## src/core/gpa_pkg.sv

```systemverilog
package gpa_pkg;

  // ----------------------------------------------------------------
  // bus and map
  // ----------------------------------------------------------------
  localparam int                ADDR_W    = 8;
  localparam int                DATA_W    = 16;
  localparam int                NPIN      = 2;
  localparam logic [ADDR_W-1:0] CFG_ADDR  = 8'h00;
  localparam logic [ADDR_W-1:0] STAT_ADDR = 8'h01;
  localparam logic [DATA_W-1:0] CFG_RESET = 16'h0000;
  localparam logic [DATA_W-1:0] CFG_WMASK = 16'h0fff;
  localparam logic [DATA_W-1:0] ZERO_WORD = 16'h0000;

  // ----------------------------------------------------------------
  // field positions, pin n at base + n (time base at base + 2n)
  // ----------------------------------------------------------------
  localparam int DAT_BIT  = 0;
  localparam int SPARE_LO = 2;
  localparam int SPARE_HI = 3;
  localparam int TB_LO    = 4;
  localparam int TB_W     = 2;
  localparam int DIR_BIT  = 8;
  localparam int FMT_BIT  = 10;

  // ----------------------------------------------------------------
  // pwm decoder timing, terminal counts of the time-base prescaler
  // ----------------------------------------------------------------
  localparam int               PRE_W    = 10;
  localparam int               CNT_W    = 8;
  localparam logic [PRE_W-1:0] TC_16    = 10'h00f;
  localparam logic [PRE_W-1:0] TC_64    = 10'h03f;
  localparam logic [PRE_W-1:0] TC_256   = 10'h0ff;
  localparam logic [PRE_W-1:0] TC_1024  = 10'h3ff;
  localparam logic [PRE_W-1:0] PRE_ZERO = 10'h000;
  localparam logic [PRE_W-1:0] PRE_ONE  = 10'h001;
  localparam logic [CNT_W-1:0] CNT_ZERO = 8'h00;
  localparam logic [CNT_W-1:0] CNT_ONE  = 8'h01;
  localparam logic [CNT_W-1:0] CNT_MAX  = 8'hff;

  typedef enum logic [1:0] {
    GPA_WAIT = 2'b01,
    GPA_MEAS = 2'b10
  } gpa_dec_st_t;

  function automatic logic [PRE_W-1:0] gpa_tb_tc(
    input logic [TB_W-1:0] sel
  );
    logic [PRE_W-1:0] tc;
    case (sel)
      2'h0:    tc = TC_16;
      2'h1:    tc = TC_64;
      2'h2:    tc = TC_256;
      default: tc = TC_1024;
    endcase
    return tc;
  endfunction : gpa_tb_tc

endpackage : gpa_pkg

```

## src/core/gpa_dec_if.sv

```systemverilog
`timescale 1ns/1ps
interface gpa_dec_if;
  logic                    en;
  logic [gpa_pkg::TB_W-1:0] tb_sel;
  logic                    pin_in;
  logic                    level;

  modport dec (input en, input tb_sel, input pin_in, output level);
  modport cfg (output en, output tb_sel, output pin_in, input level);
endinterface : gpa_dec_if

```

## src/core/gpa_top.sv

```systemverilog
// The implementer's own choices: the placing of the registers and the strobed register port.
`timescale 1ns/1ps
// Behaviour
// - pin 1 time base codes 0..3 select 16, 64, 256, 1024 clock units
// - pin 0 time base codes 0..3 select 16, 64, 256, 1024 clock units
// - spare bits read back as written and steer nothing
// - pin 1 as output drives its output value bit
// - pin 0 as output drives its output value bit
// - direction bit 0 makes a pin an input, 1 an output
// - format bit on an input selects the pwm decoded level
// - pin 0 output is always static, never pwm
module gpa_top (
  // clock, reset, enable
  input  wire logic                         clk,
  input  wire logic                         reset_n,
  input  wire logic                         ce,
  // register port
  input  wire logic [gpa_pkg::ADDR_W-1:0]   addr,
  input  wire logic [gpa_pkg::DATA_W-1:0]   wdata,
  input  wire logic                         wr,
  input  wire logic                         rd,
  output wire logic [gpa_pkg::DATA_W-1:0]   rdata,
  // group a pins
  input  wire logic [gpa_pkg::NPIN-1:0]     group_a_pin_in,
  output wire logic [gpa_pkg::NPIN-1:0]     group_a_pin_out,
  output wire logic [gpa_pkg::NPIN-1:0]     group_a_pin_oe,
  // logic level seen on each pin
  output wire logic [gpa_pkg::NPIN-1:0]     pin_level
);

  // ----------------------------------------------------------------
  // declarations
  // ----------------------------------------------------------------
  logic [gpa_pkg::DATA_W-1:0]               gpio_group_a_config_r;
  logic [gpa_pkg::DATA_W-1:0]               gpio_group_a_config_nxt;
  logic [gpa_pkg::DATA_W-1:0]               rdata_r;
  logic [gpa_pkg::DATA_W-1:0]               rdata_nxt;
  logic [gpa_pkg::NPIN-1:0]                 level_r;
  logic [gpa_pkg::NPIN-1:0]                 level_nxt;
  logic [gpa_pkg::NPIN-1:0]                 dir;
  logic [gpa_pkg::NPIN-1:0]                 fmt;
  logic [gpa_pkg::NPIN-1:0]                 out_val;
  logic [gpa_pkg::NPIN-1:0]                 dec_level;
  logic [gpa_pkg::NPIN-1:0][gpa_pkg::TB_W-1:0] tb_sel;
  logic                                     cfg_wr;
  logic                                     cfg_rd;
  logic                                     stat_rd;

  gpa_dec_if dif [gpa_pkg::NPIN] ();

  // ----------------------------------------------------------------
  // address decode
  // ----------------------------------------------------------------
  assign cfg_wr  = wr && (addr == gpa_pkg::CFG_ADDR);
  assign cfg_rd  = rd && (addr == gpa_pkg::CFG_ADDR);
  assign stat_rd = rd && (addr == gpa_pkg::STAT_ADDR);

  // ----------------------------------------------------------------
  // per-pin fields and decoders
  // ----------------------------------------------------------------
  generate
    for (genvar i = 0; i < gpa_pkg::NPIN; i++) begin : g_pin
      assign dir[i]     = gpio_group_a_config_r[gpa_pkg::DIR_BIT + i];
      assign fmt[i]     = gpio_group_a_config_r[gpa_pkg::FMT_BIT + i];
      assign out_val[i] = gpio_group_a_config_r[gpa_pkg::DAT_BIT + i];
      assign tb_sel[i]  =
        gpio_group_a_config_r[gpa_pkg::TB_LO + gpa_pkg::TB_W*i +:
                              gpa_pkg::TB_W];

      // decoder only runs for a pwm-format input
      assign dif[i].en     = fmt[i] && !dir[i];
      assign dif[i].tb_sel = tb_sel[i];
      assign dif[i].pin_in = group_a_pin_in[i];
      assign dec_level[i]  = dif[i].level;

      gpa_pwm_dec u_dec (
        .clk     (clk),
        .reset_n (reset_n),
        .ce      (ce),
        .dif     (dif[i])
      );
    end
  endgenerate

  // ----------------------------------------------------------------
  // register file
  // ----------------------------------------------------------------
  always_comb begin
    gpio_group_a_config_nxt = gpio_group_a_config_r;
    if (cfg_wr) begin
      // spare bits stored like any other, reserved bits forced low
      gpio_group_a_config_nxt = wdata & gpa_pkg::CFG_WMASK;
    end
    rdata_nxt = gpa_pkg::ZERO_WORD;
    if (cfg_rd) begin
      rdata_nxt = gpio_group_a_config_r;
    end else if (stat_rd) begin
      rdata_nxt[gpa_pkg::NPIN-1:0] = level_r;
    end
  end

  always_ff @(posedge clk or negedge reset_n) begin
    if (!reset_n) begin
      gpio_group_a_config_r <= gpa_pkg::CFG_RESET;
      rdata_r               <= gpa_pkg::ZERO_WORD;
    end else if (ce) begin
      gpio_group_a_config_r <= gpio_group_a_config_nxt;
      rdata_r               <= rdata_nxt;
    end
  end

  assign rdata = rdata_r;

  // ----------------------------------------------------------------
  // input level selection
  // ----------------------------------------------------------------
  always_comb begin
    level_nxt = level_r;
    for (int i = 0; i < gpa_pkg::NPIN; i++) begin
      if (dir[i]) begin
        // output pins read back the level they drive
        level_nxt[i] = out_val[i];
      end else if (fmt[i]) begin
        level_nxt[i] = dec_level[i];
      end else begin
        level_nxt[i] = group_a_pin_in[i];
      end
    end
  end

  always_ff @(posedge clk or negedge reset_n) begin
    if (!reset_n) begin
      level_r <= '0;
    end else if (ce) begin
      level_r <= level_nxt;
    end
  end

  assign pin_level = level_r;

  // ----------------------------------------------------------------
  // pin drive, always static
  // ----------------------------------------------------------------
  // data and enable come straight from config flops
  assign group_a_pin_out = out_val;
  assign group_a_pin_oe  = dir;
endmodule : gpa_top

```

## src/core/gpa_pwm_dec.sv

```systemverilog
`timescale 1ns/1ps
module gpa_pwm_dec (
  // clock and reset
  input wire logic clk,
  input wire logic reset_n,
  input wire logic ce,
  // link to the config logic
  gpa_dec_if.dec   dif
);

  // ----------------------------------------------------------------
  // state
  // ----------------------------------------------------------------
  gpa_pkg::gpa_dec_st_t            st_r;
  gpa_pkg::gpa_dec_st_t            st_nxt;
  logic [gpa_pkg::PRE_W-1:0]       pre_r;
  logic [gpa_pkg::PRE_W-1:0]       pre_nxt;
  logic [gpa_pkg::CNT_W-1:0]       hi_r;
  logic [gpa_pkg::CNT_W-1:0]       hi_nxt;
  logic [gpa_pkg::CNT_W-1:0]       lo_r;
  logic [gpa_pkg::CNT_W-1:0]       lo_nxt;
  logic                            pin_d_r;
  logic                            pin_d_nxt;
  logic                            level_r;
  logic                            level_nxt;
  logic [gpa_pkg::PRE_W-1:0]       tc;
  logic                            tick;
  logic                            rise;
  logic                            sat;

  // ----------------------------------------------------------------
  // next state
  // ----------------------------------------------------------------
  always_comb begin
    tc        = gpa_pkg::gpa_tb_tc(dif.tb_sel);
    // >= so a shrinking time base cannot strand the prescaler
    tick      = dif.en && (pre_r >= tc);
    rise      = dif.en && dif.pin_in && !pin_d_r;
    sat       = (hi_r == gpa_pkg::CNT_MAX) || (lo_r == gpa_pkg::CNT_MAX);
    pre_nxt   = (!dif.en || tick) ? gpa_pkg::PRE_ZERO
                                  : pre_r + gpa_pkg::PRE_ONE;
    pin_d_nxt = dif.pin_in;
    st_nxt    = st_r;
    hi_nxt    = hi_r;
    lo_nxt    = lo_r;
    level_nxt = level_r;
    if (!dif.en) begin
      st_nxt = gpa_pkg::GPA_WAIT;
      hi_nxt = gpa_pkg::CNT_ZERO;
      lo_nxt = gpa_pkg::CNT_ZERO;
    end else begin
      unique case (st_r)
        gpa_pkg::GPA_WAIT: begin
          if (rise) begin
            st_nxt = gpa_pkg::GPA_MEAS;
            hi_nxt = gpa_pkg::CNT_ZERO;
            lo_nxt = gpa_pkg::CNT_ZERO;
          end
        end
        gpa_pkg::GPA_MEAS: begin
          if (rise) begin
            // period closed: level follows the duty cycle
            level_nxt = (hi_r > lo_r);
            hi_nxt    = gpa_pkg::CNT_ZERO;
            lo_nxt    = gpa_pkg::CNT_ZERO;
          end else if (sat) begin
            // no edges any more: fall back to the static level
            level_nxt = dif.pin_in;
            st_nxt    = gpa_pkg::GPA_WAIT;
          end else if (tick) begin
            if (dif.pin_in) begin
              hi_nxt = hi_r + gpa_pkg::CNT_ONE;
            end else begin
              lo_nxt = lo_r + gpa_pkg::CNT_ONE;
            end
          end
        end
        default: begin
          st_nxt = gpa_pkg::GPA_WAIT;
        end
      endcase
    end
  end

  // ----------------------------------------------------------------
  // registers
  // ----------------------------------------------------------------
  always_ff @(posedge clk or negedge reset_n) begin
    if (!reset_n) begin
      st_r    <= gpa_pkg::GPA_WAIT;
      pre_r   <= gpa_pkg::PRE_ZERO;
      hi_r    <= gpa_pkg::CNT_ZERO;
      lo_r    <= gpa_pkg::CNT_ZERO;
      pin_d_r <= 1'b0;
      level_r <= 1'b0;
    end else if (ce) begin
      st_r    <= st_nxt;
      pre_r   <= pre_nxt;
      hi_r    <= hi_nxt;
      lo_r    <= lo_nxt;
      pin_d_r <= pin_d_nxt;
      level_r <= level_nxt;
    end
  end

  assign dif.level = level_r;
endmodule : gpa_pwm_dec

```

## config.mk

```make
export PLATFORM = sky130hd
export DESIGN_NAME = gpa_top
export DESIGN_NICKNAME = d
export VERILOG_FILES = /design/src/core/gpa_pkg.sv /design/src/core/gpa_dec_if.sv /design/src/core/gpa_top.sv /design/src/core/gpa_pwm_dec.sv
export SDC_FILE = /design/constraint.sdc
export NUM_CORES = 1
export LEC_CHECK = 0
export BUFFER_PORTS_ARGS = -buffer_cell sky130_fd_sc_hd__buf_2
export CAP_MARGIN = 10
export CORE_MARGIN = 1
export CORE_UTILIZATION = 35
export CTS_CLUSTER_SIZE = 40
export DETAILED_ROUTE_END_ITERATION = 12
export SLEW_MARGIN = 25
export SYNTH_ARGS = -nofsm -noshare
export SYNTH_HDL_FRONTEND = slang
export SYNTH_HIERARCHICAL = 1
export SYNTH_SLANG_ARGS = --single-unit
```

## constraint.sdc

```tcl
create_clock -name clk -period 6.5 [get_ports clk]
set_input_delay 1.3 -clock clk [delete_from_list [all_inputs] [get_ports clk]]
set_output_delay 1.3 -clock clk [all_outputs]
set_load 0.01 [all_outputs]
```

==> run summary <==
Status -> complete, no violations
Worst hold path type -> reg -> reg
Peak supply drop -> 0.1385 mV
Later-pin clock latency in the skew report -> 0.35 ns
CP peak stage delay -> 0.90 ns
Top Ports -> 53
Post-detail-place hpwl -> 8.431 mm
Area delta synth->final -> 12.14%
Critical path's top delay family -> simple AND/OR/NAND/NOR gates
Setup violators final -> 0
Footprint of the multi-input gates -> 0.002830 mm2
Row count -> 44
Crit share post-route -> 0.5132
Die Height -> 124.8 um
Clk slew on worst S/H paths -> 0.07 ns
RSZ-0062 raised after global routing -> false
# fillers -> 1446
# port buffers -> 44
Inserted Diodes -> 0
Yosys cell types -> 51
Slew at the pin closest to its max-slew limit -> 0.9712 ns
Clock Path Buffers -> 2
P per Cell Area -> 192.8 mW/mm2
Synth warn -> 6
Mux contribution to synthesized area -> 0.05266
Clock skew -> 0.01185 ns
Placer Congestion -> 0.7787
Adder-Cell Fraction of Synth Area -> 0.07116
Number of global-route vias before repair -> 4244
Mean Syn Cell Area -> 9.403 um2
Std-Cell Core Area -> 0.01464 mm2
Via Count -> 4332
Total GRT Usage -> 0.1567
Most common cell in the netlist -> dfrtp_1
Pins Over Slew Limit -> 0
TritonCTS clock tree -> built
Quantity of gates resized following cts -> 0
Post-CTS Setup Bufs -> 0
Initial drt markers -> 243
Clock sinks -> 86
CP Launch Type -> register
GRT overflow -> 0
Layout cells sized above 1 -> 0.1561
Rel. slew slack -> 0.3526
Minimum clock period -> 3.336 ns
Die Footprint -> 0.01557 mm2
Top post-synthesis cells by area -> dfrtp_1, ha_1, o21ai_0
Worst endpoint required time -> 6.71 ns
Yosys reg bits -> 86
Max Cap Viol -> 0
Fin. Hold Viols -> 0
Sequential fraction of the synthesis area -> 0.4084
DR WL/cell -> 15.03 um
Primary FF master, synth -> dfrtp_1
Storage cell area -> 0.002155 mm2
Synth Area in XOR/XNOR -> 0.006641
First-pass GRT wire length -> 19.91 mm
Critical-path cell list -> nor2b_1 > inv_1 > nor3_2 > nand2_1 > o221ai_2 > nand2b_1 > o21ai_0
Syn Inst Count -> 561
Hold depth -> 1
PnR worst setup slack -> 3.164 ns
Synth area leader -> dfrtp_1
Largest family of logic cells by synthesized area -> compound AO/OA/AOI/OAI gates
Num CTS Buffers -> 9
Final ANT Viol Nets -> 0
Cts hold-fix bufs -> 0
Post-synth EDFFs -> 0
CP Max Fanout -> 23
Antenna violations before repair -> 0
Setup TNS -> 0 ns
Die X -> 124.8 um
Crit. End Element -> register
# placed instances -> 770
Crit-path slowest cell -> o221ai_2
DR vias/cell -> 5.511
Initial Util -> 0.3602
DRC -> 0
Crit Path Class -> reg -> reg
Final Net Count -> 658
Buf/Inv on CP -> 1
R2R depth -> 7
Routed wire length -> 11.81 mm
Worst slack, placed -> 2.935 ns
Synth Cell Area -> 0.005275 mm2
Post-synthesis simple-gate area fraction -> 0.1969
Largest net degree at the start of global routing -> 64
Leading cell types by count after synthesis -> dfrtp_1, o21ai_0, inv_1, nor2_1, nand2_1
WP data arrival -> 3.54 ns
Htree depth -> 3
Fmax -> 0.2998 GHz
Finished Layout Cells -> 786
Critical path depth -> 7
Synth async-reset ratio -> 1.000
Synth top area share -> 0.3985
CTS Root Cell -> clkbuf_16
Leakage -> 2.696 nW
TritonRoute pass-1 iters -> 5
Compound-cell area share of the yosys netlist -> 0.2064
-- cell families after synthesis --
logic type | Yosys count
AOI/OAI and AO/OA | 158
xor gates and xnor gates | 4
adders and majority gates | 30
buffers and inverters | 68
DFF | 86
muxes | 22
other | 1
and+or+nand+nor | 192
-- metal layers --
metal | vias up | routed length (um) | global-route usage
li1 | 2110 | - | -
met1 | 2114 | 5663 | 0.2008
met2 | 90 | 5509 | 0.2581
met3 | 18 | 401 | 0.02663
met4 | 0 | 238 | 0.07117
met5 | - | 0 | 0
-- registers in the layout, summed over array words and instances (netlist names) --
| register | flops |
|---|---|
| g_pin.u_dec/pre_r | 20 |
| pin_level | 2 |
| gpio_group_a_config_r | 12 |
| g_pin.u_dec/st_r | 4 |
| g_pin.u_dec/pin_d_r | 2 |
| g_pin.u_dec/dif.level | 2 |
| g_pin.u_dec/lo_r | 16 |
| rdata | 12 |
| g_pin.u_dec/hi_r | 16 |
-- final timing paths --
path | startpoint | to | slack (ns)
worst max-delay path | gpio_group_a_config_r[8] | g_pin[0].u_dec/hi_r[6] | 3.16
worst max register to register | gpio_group_a_config_r[8] | g_pin[0].u_dec/hi_r[6] | 3.16
max in group asynchronous | reset_n | g_pin[0].u_dec/lo_r[2] | 4.54
worst min register to register | g_pin[1].u_dec/pre_r[2] | g_pin[1].u_dec/pre_r[2] | 0.50
min in group asynchronous | reset_n | g_pin[1].u_dec/lo_r[5] | 0.85
worst min-delay path | g_pin[1].u_dec/pre_r[2] | g_pin[1].u_dec/pre_r[2] | 0.50
-- where the power goes --
part,internal [mW],switching (mW)
Sequential,0.541,0.00676
Combinational,0.0232,0.0435
Clock,0.301,0.225
-- final cells by class --
cell class / instances / area share
tap: 184 / 0.03892
timing repair buffer: 46 / 0.04019
clock buffer: 10 / 0.03871
multi-input combinational: 410 / 0.4784
clock inverter: 6 / 0.01163
inverter: 44 / 0.02792
sequential: 86 / 0.3642
-- layout by cell type (no fill, tap or decap), drive strengths merged, types with 12 or more instances in the layout --
cell	netlist	layout
nand3	21	21
nand2b	16	16
and3	28	28
buf	14	46
inv	44	46
nand2	38	38
a31oi	12	12
ha	30	30
o22ai	12	12
nor2b	13	13
o21ai	56	56
nor2	39	39
mux2	16	16
dfrtp	84	84
o31ai	26	26
-- per-stage QoR --
step	utilization	hold WS (ns)	instance area, um2	total power [mW]
floorplan	-	0.4589	5286	0.5945
global placement	0.3836	0.4846	5618	0.6231
detailed placement	0.3836	0.4877	5618	0.6251
CTS	0.4040	0.5022	5916	1.158
global route	0.4040	0.5290	5916	1.185
finish	0.4040	0.4970	5916	1.141
(Power assumes the default switching activity.)
